<file path="config.mk">
export PLATFORM = sky130hd
export DESIGN_NAME = fault_protection_manager
export DESIGN_NICKNAME = d
export VERILOG_FILES = /design/src/fault_protection_manager.v
export VERILOG_INCLUDE_DIRS = /design/src /design/src/src
export SDC_FILE = /design/constraint.sdc
export NUM_CORES = 1
export LEC_CHECK = 0
export BUFFER_PORTS_ARGS = -buffer_cell sky130_fd_sc_hd__buf_2
export CAP_MARGIN = 30
export CORE_MARGIN = 2
export CORE_UTILIZATION = 53
export CTS_CLUSTER_DIAMETER = 150
export CTS_CLUSTER_SIZE = 30
export DETAILED_ROUTE_END_ITERATION = 6
export GPL_TIMING_DRIVEN = 0
export PLACE_DENSITY = 0.77
export SLEW_MARGIN = 5
export SYNTH_ARGS = -nofsm -noshare
export SYNTH_HDL_FRONTEND = slang
export SYNTH_SLANG_ARGS = --single-unit
</file>
<file path="constraint.sdc">
create_clock -name mclk -period 2.3 [get_ports mclk]
set_input_delay 0.115 -clock mclk [delete_from_list [all_inputs] [get_ports mclk]]
set_output_delay 0.115 -clock mclk [all_outputs]
set_load 0.05 [all_outputs]
</file>
<file path="src/fault_protection_defines.vh">
// Register map, field positions, reset values and timing counts
`ifndef FAULT_PROTECTION_DEFINES_VH
`define FAULT_PROTECTION_DEFINES_VH

`define OFS_STATUS         4'h0
`define OFS_CONFIG         4'h4
`define OFS_STATE          4'h8

`define BIT_SUPPLY_LOW     0
`define BIT_SUPPLY_HIGH    1
`define BIT_OVERCURRENT    2
`define BIT_PUMP_LOW       3
`define BIT_PUMP_SHORT     4
`define BIT_OVERHEAT       5

`define CFG_OVERVOLT_SEL   0
`define CFG_SYNC_RECT      1
`define CFG_AUTO_RESTART   2
`define CFG_DROP_LO        4
`define CFG_DROP_HI        7
`define CFG_FILT_LO        8
`define CFG_FILT_HI        9

`define STATUS_RESET       6'h09
`define CONFIG_RESET       10'h002

`define CLK_MHZ            200
`define SYNC_DELAY_US      60
`define SYNC_DELAY_CYC     (`SYNC_DELAY_US * `CLK_MHZ)
`define OC_DELAY_MS        5
`define OC_DELAY_CYC       (`OC_DELAY_MS * 1000 * `CLK_MHZ)
`define RETRY_DELAY_S      5
`define RETRY_DELAY_CYC    (`RETRY_DELAY_S * 1000000 * `CLK_MHZ)

`endif

</file>
<file path="src/fault_protection_manager.v">
// Fault supervision with status and config registers over Avalon-MM
//
// Implementation choices: the Avalon-MM register port and the register addresses.
`timescale 1ns/100ps
`include "fault_protection_defines.vh"

// What this block does
// - Undervoltage alerts and disables driver while present
// - Undervoltage sets sticky supply-low bit, write-zero clears
// - Supply-low bit set at power-up
// - Registers work in undervoltage; reset loads their reset values
// - One config bit selects overvoltage threshold
// - Overvoltage alerts, forces asynchronous rectification
// - Restore synchronous rectification 60 us after clear
// - Overvoltage sets sticky supply-high bit
// - Filtered FET drop overcurrent, selectable limit, time
// - Sense input threshold also triggers overcurrent
// - Overcurrent alerts, disables driver for 5 ms
// - Overcurrent sets sticky overcurrent bit
// - Pump-low alerts and disables driver while present
// - Pump-low bit sticky and set at power-up
// - Pump short disables for 5 s, repeats
// - Pump short sets sticky pump-short bit
// - Overheat alerts, disables, sets sticky bit
// - Auto-restart re-enables 5 s after cooling
// - No auto-restart: stay disabled until reset
// - Reset also sets supply-low and pump-low status bits, clears the rest
// - Alert output active low, open drain
module fault_protection_manager #(
    parameter OC_DELAY    = `OC_DELAY_CYC,
    parameter RETRY_DELAY = `RETRY_DELAY_CYC
) (
    input  wire        mclk,
    input  wire        resetn,
    input  wire [3:0]  avs_address,
    input  wire        avs_read,
    input  wire        avs_write,
    input  wire [31:0] avs_writedata,
    input  wire [3:0]  avs_byteenable,
    output reg  [31:0] avs_readdata,
    output wire        avs_waitrequest,
    input  wire        supply_low_ind,
    input  wire        overvolt_lo_ind,
    input  wire        overvolt_hi_ind,
    input  wire [7:0]  fet_drop_ind,
    input  wire        current_sense_input,
    input  wire        pump_low_ind,
    input  wire        pump_short_ind,
    input  wire        overheat_ind,
    output wire        overvolt_level_sel,
    output wire [3:0]  fet_drop_limit_sel,
    output reg         driver_enable,
    output reg         pump_enable,
    output reg         sync_rect_active,
    output wire        alert_out_low_o,
    output wire        alert_out_low_oe
);

    wire [5:0]  status;
    reg  [9:0]  cfg;
    reg         rd_done;
    reg  [9:0]  filt_cnt;
    reg         oc_hold;
    reg  [31:0] oc_cnt;
    reg         short_hold;
    reg  [31:0] short_cnt;
    reg  [1:0]  heat_state;
    reg  [31:0] heat_cnt;
    reg         ov_wait;
    reg  [15:0] ov_cnt;
    reg  [9:0]  filt_limit;
    wire        overvolt;
    wire        fet_trip;
    wire        oc_event;
    wire        wr_status;
    wire        wr_config;
    wire [5:0]  events;
    wire        alert;

    wire [5:0]  clear_keep;
    wire        wr_cfg_lo;
    wire        wr_cfg_hi;

    wire        heat_busy;
    wire        pump_block;
    wire        drive_block;
    wire [7:0]  state_word;

    localparam HEAT_RUN   = 2'd0;
    localparam HEAT_HOT   = 2'd1;
    localparam HEAT_WAIT  = 2'd2;
    localparam HEAT_LOCK  = 2'd3;

    localparam [15:0] SYNC_DELAY = `SYNC_DELAY_CYC;

    // Reads answer after one wait cycle; writes complete at once
    assign avs_waitrequest = avs_read & ~rd_done;
    assign wr_status = avs_write & avs_byteenable[0]
                       & (avs_address == `OFS_STATUS);
    assign wr_config = avs_write & (avs_address == `OFS_CONFIG);

    assign overvolt_level_sel = cfg[`CFG_OVERVOLT_SEL];
    assign overvolt = cfg[`CFG_OVERVOLT_SEL] ? overvolt_hi_ind
                                             : overvolt_lo_ind;
    assign fet_drop_limit_sel = cfg[`CFG_DROP_HI:`CFG_DROP_LO];
    assign fet_trip = |fet_drop_ind;

    always @* begin
        case (cfg[`CFG_FILT_HI:`CFG_FILT_LO])
            2'd0: filt_limit = 10'h0_0C8;
            2'd1: filt_limit = 10'h0_190;
            2'd2: filt_limit = 10'h0_320;
            default: filt_limit = 10'h3_FF;
        endcase
    end

    assign oc_event = (fet_trip && filt_cnt >= filt_limit)
                      || current_sense_input;

    assign events = {heat_state == HEAT_RUN && overheat_ind,
                     pump_short_ind && !short_hold,
                     pump_low_ind,
                     oc_event && !oc_hold,
                     overvolt,
                     supply_low_ind};

    assign clear_keep = wr_status ? avs_writedata[5:0] : 6'h3f;

    genvar gi;
    generate
        for (gi = 0; gi < 6; gi = gi + 1) begin : g_flag
            sticky_flag #(
                .INIT (`STATUS_RESET >> gi)
            ) u_sticky_flag (
                .mclk   (mclk),
                .resetn (resetn),
                .set    (events[gi]),
                .keep   (clear_keep[gi]),
                .flag   (status[gi])
            );
        end
    endgenerate

    // Config lanes honoured one byte at a time
    assign wr_cfg_lo = wr_config & avs_byteenable[0];
    assign wr_cfg_hi = wr_config & avs_byteenable[1];

    always @(posedge mclk or negedge resetn) begin
        if (!resetn) begin
            cfg     <= `CONFIG_RESET;
            rd_done <= 1'b0;
        end else begin
            rd_done <= avs_read & ~rd_done;
            if (wr_cfg_lo)
                cfg[7:0] <= avs_writedata[7:0];
            if (wr_cfg_hi)
                cfg[9:8] <= avs_writedata[9:8];
        end
    end

    assign state_word = {heat_state,
                         short_hold,
                         oc_hold,
                         ov_wait,
                         sync_rect_active,
                         pump_enable,
                         driver_enable};

    always @(posedge mclk or negedge resetn) begin
        if (!resetn) begin
            avs_readdata <= 32'h0000_0000;
        end else if (avs_read && !rd_done) begin
            case (avs_address)
                `OFS_STATUS: avs_readdata <= {26'h0, status};
                `OFS_CONFIG: avs_readdata <= {22'h0, cfg};
                `OFS_STATE:  avs_readdata <= {24'h0, state_word};
                default:     avs_readdata <= 32'h0000_0000;
            endcase
        end
    end

    // drop persistence filter
    // Drop only counts across a driven FET
    always @(posedge mclk or negedge resetn) begin
        if (!resetn) begin
            filt_cnt <= 10'h000;
        end else if (!fet_trip || !driver_enable) begin
            filt_cnt <= 10'h000;
        end else if (filt_cnt < filt_limit) begin
            filt_cnt <= filt_cnt + 10'h001;
        end
    end

    always @(posedge mclk or negedge resetn) begin
        if (!resetn) begin
            oc_hold <= 1'b0;
            oc_cnt  <= 32'h0000_0000;
        end else if (oc_hold) begin
            if (oc_cnt >= OC_DELAY - 1) begin
                oc_hold <= 1'b0;
                oc_cnt  <= 32'h0000_0000;
            end else begin
                oc_cnt <= oc_cnt + 32'h0000_0001;
            end
        end else if (oc_event) begin
            oc_hold <= 1'b1;
        end
    end

    always @(posedge mclk or negedge resetn) begin
        if (!resetn) begin
            short_hold <= 1'b0;
            short_cnt  <= 32'h0000_0000;
        end else if (short_hold) begin
            if (short_cnt >= RETRY_DELAY - 1) begin
                short_hold <= 1'b0;
                short_cnt  <= 32'h0000_0000;
            end else begin
                short_cnt <= short_cnt + 32'h0000_0001;
            end
        end else if (pump_short_ind) begin
            short_hold <= 1'b1;
        end
    end

    always @(posedge mclk or negedge resetn) begin
        if (!resetn) begin
            heat_state <= HEAT_RUN;
            heat_cnt   <= 32'h0000_0000;
        end else begin
            case (heat_state)
                HEAT_RUN: begin
                    heat_cnt <= 32'h0000_0000;
                    if (overheat_ind)
                        heat_state <= HEAT_HOT;
                end
                HEAT_HOT: begin
                    heat_cnt <= 32'h0000_0000;
                    if (!overheat_ind)
                        heat_state <= cfg[`CFG_AUTO_RESTART]
                                      ? HEAT_WAIT : HEAT_LOCK;
                end
                HEAT_WAIT: begin
                    if (overheat_ind) begin
                        heat_state <= HEAT_HOT;
                    end else if (heat_cnt >= RETRY_DELAY - 1) begin
                        heat_state <= HEAT_RUN;
                    end else begin
                        heat_cnt <= heat_cnt + 32'h0000_0001;
                    end
                end
                HEAT_LOCK:
                    heat_state <= HEAT_LOCK;
                default:
                    heat_state <= HEAT_RUN;
            endcase
        end
    end

    always @(posedge mclk or negedge resetn) begin
        if (!resetn) begin
            ov_wait          <= 1'b0;
            ov_cnt           <= 16'h0000;
            sync_rect_active <= 1'b0;
        end else if (!cfg[`CFG_SYNC_RECT]) begin
            ov_wait          <= 1'b0;
            ov_cnt           <= 16'h0000;
            sync_rect_active <= 1'b0;
        end else if (overvolt) begin
            ov_wait          <= 1'b1;
            ov_cnt           <= 16'h0000;
            sync_rect_active <= 1'b0;
        end else if (ov_wait) begin
            if (ov_cnt >= SYNC_DELAY - 16'h0001) begin
                ov_wait          <= 1'b0;
                sync_rect_active <= 1'b1;
            end else begin
                ov_cnt <= ov_cnt + 16'h0001;
            end
        end else begin
            sync_rect_active <= 1'b1;
        end
    end

    // undervoltage and pump-low gate the driver
    assign heat_busy   = heat_state != HEAT_RUN;
    assign pump_block  = short_hold || pump_short_ind;
    assign drive_block = supply_low_ind || oc_hold || oc_event
                         || pump_low_ind || pump_block
                         || overheat_ind || heat_busy;
    // Overvoltage alerts and forces asynchronous rectification; the driver keeps running
    assign alert = drive_block || overvolt;

    // Registered, so enables lag the fault by one edge
    always @(posedge mclk or negedge resetn) begin
        if (!resetn) begin
            driver_enable <= 1'b0;
            pump_enable   <= 1'b0;
        end else begin
            driver_enable <= !drive_block;
            pump_enable   <= !pump_block;
        end
    end

    assign alert_out_low_o  = 1'b0;
    assign alert_out_low_oe = alert;

endmodule

// One status bit: event sets, write-zero clears, set wins
module sticky_flag #(
    parameter INIT = 1'b0
) (
    input  wire mclk,
    input  wire resetn,
    input  wire set,
    input  wire keep,
    output reg  flag
);

    always @(posedge mclk or negedge resetn) begin
        if (!resetn) begin
            flag <= INIT[0];
        end else begin
            flag <= (flag & keep) | set;
        end
    end

endmodule

</file>
# ---- After elaboration in Yosys (flattened, before gate mapping)
# Index checks and enable logic that the tools add are counted.
dict set report classes {
  add_sub_neg 5
  order_cmp 6
  n_eq_ne 15
  mux 35
  bitwise 19
  reduce_logical 33
}
# cell n
set op_table {}
lappend op_table {{$mux W32} 4}
lappend op_table {{$add A32 B1 Y32 const B} 3}
lappend op_table {{$ge A32 B30 Y1 const B} 2}
lappend op_table {{$mux W16} 4}
lappend op_table {{$pmux W32 S2} 1}
lappend op_table {{$pmux W10 S3} 2}
lappend op_table {{$ge A32 B20 Y1 const B} 1}
lappend op_table {{$mux W10} 2}
lappend op_table {{$add A16 B1 Y16 const B} 1}
lappend op_table {{$ge A16 B14 Y1 const B} 1}
lappend op_table {{$mux W1} 16}
lappend op_table {{$and A1 B1 Y1} 12}
lappend op_table {{$add A10 B1 Y10 const B} 1}
lappend op_table {{$ge A10 B10 Y1} 1}
lappend op_table {{$logic_or A1 B1 Y1} 10}
lappend op_table {{$lt A10 B10 Y1} 1}
lappend op_table {{$mux W2} 4}
lappend op_table {{$ne A2 B2 Y1 const B} 4}
lappend op_table {{$pmux W2 S4} 1}
lappend op_table {{$reduce_or A8 Y1} 1}
lappend op_table {{$logic_not A1 Y1} 7}
lappend op_table {{$eq A2 B2 Y1 const B} 3}
lappend op_table {{$mux W6} 1}
lappend op_table {{$or A1 B1 Y1} 6}
lappend op_table {{15 further kinds} 24}
dict set report word_totals {
  ff_bits 179
  input_bits 59
  out_inout_bits 43
}

# ---- Logic depth before layout (Yosys ltp)
# Gate-level depths: netlist of the first run.
dict set report depth {
  depth_word 11
  ltp_mapped 10
}

# ---- Hierarchy
# A second synthesis of the first run with hierarchy kept.
dict set report hier_totals {
  cells_unflattened 899
  area_unflattened_um2 8418.1
}
# mod instances cells_each area_each_um2
set modules_own_cells {}
lappend modules_own_cells {fault_protection_manager 1 887 8220.4}
lappend modules_own_cells {{sticky_flag (g_flag[1].u_sticky_flag ...)} 4 2 32.5}
lappend modules_own_cells {{sticky_flag (g_flag[0].u_sticky_flag ...)} 2 2 33.8}

# ---- Worst setup path after synthesis of the first run
# No wires, ideal clock.
dict set report synth_timing {
  kind {register -> output}
  start {reg cfg[9]}
  end {out alert_out_low_oe}
  arrival_ns 2.372
  required_time_ns 2.185
  path_slack_ns -0.187
  stages_incl_launch_ff 8
  path_cell_list {dfrtp_1 ha_1 or4_1 a211oi_2 or3b_1 a31oi_1 nor3_1 nand2_1}
}
dict set report synth_between {
  elab_chain_cells 11
  elab_cells_between_ends 13
  cone_classes {order compare (1); eq/ne (2); mux (1); reduce/logical (9)}
}
# item line
set synth_lines {}
lappend synth_lines {{start, declared} fault_protection_manager.v:60} ;# reg [9:0] cfg;
lappend synth_lines {{start signal, assigned} fault_protection_manager.v:150} ;# cfg <= `CONFIG_RESET;
lappend synth_lines {{start signal, assigned} fault_protection_manager.v:157} ;# cfg[9:8] <= avs_writedata[9:8];
lappend synth_lines {{$eq A2 B2 Y1 (tied with other cells)} fault_protection_manager.v:109} ;# case (cfg[`CFG_FILT_HI:`CFG_FILT_LO])
lappend synth_lines {{$pmux W10 S3 *} fault_protection_manager.v:109}
lappend synth_lines {{$ge A10 B10 Y1 *} fault_protection_manager.v:117} ;# assign oc_event = (fet_trip && filt_cnt >= filt_limit)
lappend synth_lines {{$logic_and A1 B1 Y1 *} fault_protection_manager.v:117}
lappend synth_lines {{$logic_or A1 B1 Y1 *} fault_protection_manager.v:118} ;# || current_sense_input;
lappend synth_lines {{$logic_or A1 B1 Y1 *} fault_protection_manager.v:288} ;# assign drive_block = supply_low_ind || oc_hold || oc_event
lappend synth_lines {{$logic_or A1 B1 Y1 * (2 in series)} fault_protection_manager.v:289} ;# || pump_low_ind || pump_block
lappend synth_lines {{$logic_or A1 B1 Y1 * (2 in series)} fault_protection_manager.v:290} ;# || overheat_ind || heat_busy;
lappend synth_lines {{$logic_or A1 B1 Y1 *} fault_protection_manager.v:292} ;# assign alert = drive_block || overvolt;
lappend synth_lines {{end, declared} fault_protection_manager.v:56} ;# output wire alert_out_low_oe
# Mark *: on every way between the ends. The rest lies on a longest branch, timed or not.

# ---- Final worst setup path of the first run
# Same ends and word-level chain as after synthesis.

==> results of run 1 <==
[cells in the mapped netlist (all sizes together), types with 17 or more instances]
library cell	number
nor2	53
nand2	83
inv	22
nand3	53
and3	23
nand4	24
a31oi	27
nor2b	21
or3	26
nor3	18
buf	41
a21oi	38
dfrtp	154
mux2	17
and2	23
o21ai	64
[through the flow]
stage,hold WS (ns),utilization,instance area [sq um],setup slack (ns)
finish,0.03269,0.6627,10150,-0.5559
global route,0.04315,0.6627,10150,-0.6369
CTS,0.03632,0.6529,9998,-0.5480
detailed placement,0.1851,0.5902,9039,-0.3538
global placement,0.3272,0.5877,9001,-1.226
floorplan,-0.1806,-,8472,-0.03248
[registers in the layout, summed over array words and instances (netlist names)]
name                       count
rd_done                        1
filt_cnt                      10
sync_rect_active               1
heat_cnt                      32
short_cnt                     32
pump_enable                    1
driver_enable                  1
heat_state                     2
oc_hold                        1
ov_cnt                        16
avs_readdata                  10
g_flag.u_sticky_flag.flag      6
short_hold                     1
oc_cnt                        32
ov_wait                        1
cfg                           10
[area by class of cell]
cell class                      instances  area, sq um
Buffer                                 54        366.6
Clock buffer                           22        464.2
Clock inverter                         10        117.6
Fill cell                            1218         5165
Inverter                               24        90.09
Multi-Input combinational cell        663         4298
Sequential cell                       157         3936
Tap cell                              211        264.0
Timing Repair Buffer                   87        613.1
[kinds of logic (layout without fill, tap and decap cells)]
group | after synthesis | in the layout | synth area share
compound gates | 197 | 197 | 0.1519
buf+inv | 81 | 197 | 0.05322
flops | 157 | 157 | 0.4699
xor+xnor | 29 | 29 | 0.03035
simple gates | 374 | 374 | 0.2394
other cells | 1 | 23 | 0.0004481
fa+ha+maj | 16 | 16 | 0.02362
mux | 24 | 24 | 0.03125
[placed cells by master, fill, tap and decap left out, drive strengths merged, types with 6 or more instances in the layout]
cell type,n
or2,6
a21boi,10
mux2,17
a21o,6
dfrtp,154
nand2b,11
buf,110
dlygate4sd3,18
a31oi,27
nor2b,21
mux2i,7
xor2,13
xnor2,16
nand4,24
nor2,53
inv,22
nand3,53
or4,6
a22oi,9
ha,15
a21oi,38
nor4,13
and2,23
or3,26
o21ai,64
conb,23
clkinv,6
clkbuf,35
nor3,18
nand2,83
and3,23
[worst max-delay path by stage]
stage | cells after the start | to | from | slack, ns
6_report | 8 | alert_out_low_oe | cfg[9]$_DFFE_PN0P_ | -0.56
5_1_grt | 8 | alert_out_low_oe | cfg[9]$_DFFE_PN0P_ | -0.64
4_1_cts | 9 | alert_out_low_oe | cfg[8]$_DFFE_PN0P_ | -0.55
3_5_place_dp | 8 | alert_out_low_oe | cfg[9]$_DFFE_PN0P_ | -0.35
3_3_place_gp | 1 | oc_cnt[10]$_DFFE_PN0P_ | resetn | -1.23
2_1_floorplan | 8 | filt_cnt[1]$_DFFE_PN0P_ | cfg[9]$_DFFE_PN0P_ | -0.03
[power breakdown]
| group | switching [uW] | total, uW | internal (uW) |
|---|---|---|---|
| registers | 59.3 | 2880 | 2830 |
| clock network | 1130 | 2790 | 1650 |
| logic | 435 | 702 | 267 |
| total | 1630 | 6370 | 4740 |
[worst register-to-register path, stage by stage, from the launching register on]
cell and delay (ns):
dfrtp_2 0.45, buf_6 0.14, ha_4 0.15, ha_4 0.21, a31o_1 0.19, a211o_1 0.31
a22oi_2 0.25, buf_4 0.18, nand3_4 0.08, buf_6 0.14, or3_4 0.33, a21oi_2 0.14
[repair_timing]
action	4_1_cts	5_1_grt
pin swaps	15	20
setup endpoints to repair	40	79
gates resized for setup	29	36
hold buffers	18	0
gates cloned	1	0
buffers inserted	9	6
endpoints found under the hold margin	110	0
[metal layers]
metal  track usage  part of all wire  vias to the layer above
met5             0                 0                        -
met4       0.06641             0.016                        0
met3       0.05615             0.049                       27
met2        0.3785              0.47                      181
met1        0.3401              0.47                     3400
li1              -                 -                     3394
==> results.toml, run 1 <==
[status]
status = "finished with violations"
violations = "negative setup slack"

[clock_tree]
cts_buffer_depth = 2
h-tree-depth = 4
cts.sinks = 157
clock_latency_ns = 0.43
numCtsBuffers = 17
cts.clk_slew.worst_paths_ns = 0.06
cts_root_buf = "clkbuf_16"
tritoncts = "yes"

[die]
fp.dieH_um = 129.7
start_util = 0.5465
rows = 45
dieArea_sq_um = 16810
coreArea_sq_um = 15310
top_level_ports = 102
die_x_um = 129.7

[worst_setup_path]
crit_family = "simple AND/OR/NAND/NOR gates"
critPathKind = "flop to primary output"
crit_path_cell_trace = "ha_4 > or4_4 > a211oi_2 > or3b_4 > a31oi_4 > nor3_4 > nand2_2 > buf_6"
rr_worst_depth = 11
r2r_slack_ns = -0.34
cp-start-kind = "flop"
worstPathRequired_ns = 2.18
critical-path-max-stage-delay_ns = 0.53
worstSetupEndpointType = "primary output"
r2r_end = "filt_cnt[8]$_DFFE_PN0P_"
reg2reg_from = "cfg[9]$_DFFE_PN0P_"
cpMaxStageDelayCell = "or4_4"
crit_fanout = 4
cp.arrival_ns = 2.74
cp.buffers_inverters = 1

[finish]
syn_to_final_growth_pct = 21.27
drive_gt1_frac = 0.2153
final_nets = 1078
diodes = 0
instances_no_fill = 1228

[logic_synthesis]
synth_edf_count = 0
synth_cell_types = 78
ys.flop_type = "dfrtp_1"
synthArstFlopShare = 1.000
synth_warnings = 0
yosysTopAreaCellShare = 0.4605
synth.cell_area_sq_um = 8369
ys_seq_area_frac = 0.4699
syn_avg_cell_area_sq_um = 9.521
synth_area_leaders = "dfrtp_1 (46%), nand2_1 (3.7%), o21ai_0 (3.2%)"
yosys.area.top_type = "dfrtp_1"
synthCells = 879
ys_ff_latch = 157

[hold_path]
min-delay-path-class = "input pin to flop"
hold_path_depth = 3
holdCritStartpoint = "overvolt_lo_ind"
whs_endpoint = "g_flag[1].u_sticky_flag.flag$_DFF_PN0_"

[detailed_routing]
route.detailed.drc = 0
dr.first_iter.drc_count = 611
wl_per_cell_um = 15.83
via_count = 7002
routed_via_density = 5.702
first_pass_iters = 5
drtAntennaViolNets = 0
routed_wl_um = 19440

[power_and_ir_drop]
p_total_uw = 6371
p_per_area_nw_per_um2 = 627.7
p_leak_uw = 0.004587
vdd_drop_max_mv = 0.6408

[global_route]
grt_overflow = 0
grt_start_max_net_pins = 94
grt_pass1_wl_um = 32220
grt_pass1_vias = 6556
grt.total_usage = 0.2417
antenna_found_initial = 0

[sta]
worstMarginPinSlew_ns = 0.9830
fin_setup_tns_ns = -3.181
hold_violations = 0
slew-limit-headroom = 0.3396
clock-skew-final_ns = 0.009218
max_freq_ghz = 0.3502
fin_ws_ns = -0.5559
layout_min_cycle_time_ns = 2.856
rsz0062_at_grt = "true"
fin_crit_sh = 1.242
setup-violations-final = 13
final-max-slew-violation-count = 0

[placement]
place_congestion = 0.8708
numPortBuffers = 53
hpwl_um = 12720
placedCellCount = 1166

[run]
cap_violations = 0
(Power assumes the default switching activity.)
==> inputs of run 2 (changes only) <==
TNS_END_PERCENT = 50   (was not set)
==> run 2 against run 1 <==
The run still ends with negative setup slack left. Clock skew up 0.00096 ns. Die area unchanged. Setup slack worse by 0.035 ns. Sequential cell count unchanged. Register-to-register slack better by 0.02 ns. Maximum frequency down 1.2%. Clock power about the same. Total power down 0.46%. Count of clock-buffer cells in the layout down 1. Via count up 0.11%. Non-clock buffer count down 6. Critical path type unchanged. Critical endpoint unchanged. Largest power group unchanged.
==> results.toml, run 2 (same netlist as run 1, synthesis figures left out) <==
[status]
status = "finished with violations"
violations = "negative setup slack"

[finish]
utilization = 0.6565
final_nets = 1072
syn_to_final_growth_pct = 20.14
instances_no_fill = 1221
layout_common_cells = "dfrtp_1 (151), nand2_1 (81), buf_2 (54), o21ai_0 (52)"
top_regs = "heat_cnt (32), oc_cnt (32), short_cnt (32)"
final_common_cell = "dfrtp_1"
drive_gt1_frac = 0.2000
diodes = 0

[die]
top_level_ports = 102
dieArea_sq_um = 16810
fp.dieH_um = 129.7
start_util = 0.5465
coreArea_sq_um = 15310
rows = 45
die_x_um = 129.7

[placement]
hpwl_um = 12860
place_congestion = 0.8300
numPortBuffers = 53
post-place-ws_ns = -0.3157
placedCellCount = 1166

[sta]
setup-violations-final = 13
fin_crit_sh = 1.257
slew-limit-headroom = 0.3400
fin_setup_tns_ns = -2.822
worstMarginPinSlew_ns = 0.9824
fin_hold_ws_ns = 0.08804
fin_ws_ns = -0.5913
layout_min_cycle_time_ns = 2.891
clock-skew-final_ns = 0.01018
hold_violations = 0
max_freq_ghz = 0.3459
rsz0062_at_grt = "true"
final-max-slew-violation-count = 0

[power_and_ir_drop]
p_leak_uw = 0.004536
power_frac_seq = 0.456
cell_internal_pwr_uw = 4729
p_clk_frac = 0.436
power.switching_uw = 1613
combinationalPowerShare = 0.108
p_per_area_nw_per_um2 = 630.7
switching_share = 0.2543
vdd_drop_max_mv = 0.5475

[clock_tree]
h-tree-depth = 4
clock_latency_ns = 0.43
cts.sinks = 157
cts_buffer_depth = 2
tritoncts = "yes"
cts_root_buf = "clkbuf_16"
numCtsBuffers = 17
cts.clk_slew.worst_paths_ns = 0.06

[detailed_routing]
dr.first_iter.drc_count = 623
via_count = 7010
routed_wl_um = 19450
routed_via_density = 5.741
first_pass_iters = 6
drtAntennaViolNets = 0
route.detailed.drc = 0
wl_per_cell_um = 15.93

[global_route]
antenna_found_initial = 0
grt_start_max_net_pins = 94
grt_overflow = 0
grt.total_usage = 0.2409
grt_pass1_wl_um = 31890
grt_pass1_vias = 6571

[run]
cap_violations = 0

[worst_setup_path]
worstPathRequired_ns = 2.18
cp.arrival_ns = 2.78
worstSetupEndpointType = "primary output"
crit_fanout = 5
critPathKind = "flop to primary output"
cp-start-kind = "flop"

[hold_path]
min-delay-path-class = "input pin to flop"
==> run 2: stage by stage <==
stage                     instance area (sq um)  total power [uW]
after floorplan                            8472              3347
after global placement                     9001              3522
after detailed placement                   9039              3544
after CTS                                  9976              6363
after global routing                      10050              6569
final                                     10050              6342
==> run 2: worst paths after layout <==
| check | end | startpoint | slack [ns] | depth (start not counted) |
|---|---|---|---|---|
| worst max-delay path | alert_out_low_oe | cfg[9]$_DFFE_PN0P_ | -0.59 | 8 |
| worst min-delay path | g_flag[1].u_sticky_flag.flag$_DFF_PN0_ | overvolt_lo_ind | 0.09 | 3 |
| worst max register to register | filt_cnt[6]$_DFFE_PN0P_ | cfg[8]$_DFFE_PN0P_ | -0.32 | 10 |
| worst min register to register | avs_readdata[7]$_DFFE_PN0P_ | avs_readdata[7]$_DFFE_PN0P_ | 0.48 | 2 |
| max in group asynchronous | oc_cnt[4]$_DFFE_PN0P_ | resetn | 1.26 | 3 |
| min in group asynchronous | heat_cnt[21]$_DFFE_PN0P_ | resetn | 0.21 | 2 |
==> run 2: timing repair <==
item	in CTS	in global routing
resized for setup	26	27
hold buffers	18	0
endpoints found under the setup margin	40	75
hold endpoints to repair	84	0
pin swaps	15	16
setup buffers	8	0
==> run 2: critical path: stages, from the launching register on <==
cell and delay [ns]:
dfrtp_2 0.46, ha_4 0.19, or4_4 0.52, a211oi_2 0.23, or3b_4 0.42, a31oi_4 0.19
nor3_2 0.09, nand2_2 0.08, buf_8 0.15
==> run 2: routing by layer <==
metal  global-route usage  part of all wire  vias to the layer above
met5                    0                 0                        -
met4              0.08476             0.015                        0
met3              0.05904             0.052                       28
met2               0.3884              0.48                      191
met1               0.3194              0.45                     3403
li1                     -                 -                     3388
==> run 2: layout make-up <==
cell class | instances | area, sq um
clock inverters | 10 | 116.4
plain buffers | 55 | 377.9
inverters | 24 | 92.59
repair buffers | 80 | 560.5
flip-flops and latches | 157 | 3936
well taps | 211 | 264.0
multi-input cells | 663 | 4247
fillers | 1255 | 5260
clock buffers | 21 | 460.4
==> run 2: power by group through the flow <==
stage | Combinational [uW] | Clock [uW] | Sequential, uW
6_report | 688 | 2760 | 2890
5_1_grt | 744 | 2930 | 2900
4_1_cts | 679 | 2790 | 2890
3_5_place_dp | 610 | 0 | 2930
3_3_place_gp | 589 | 0 | 2930
2_1_floorplan | 399 | 0 | 2950
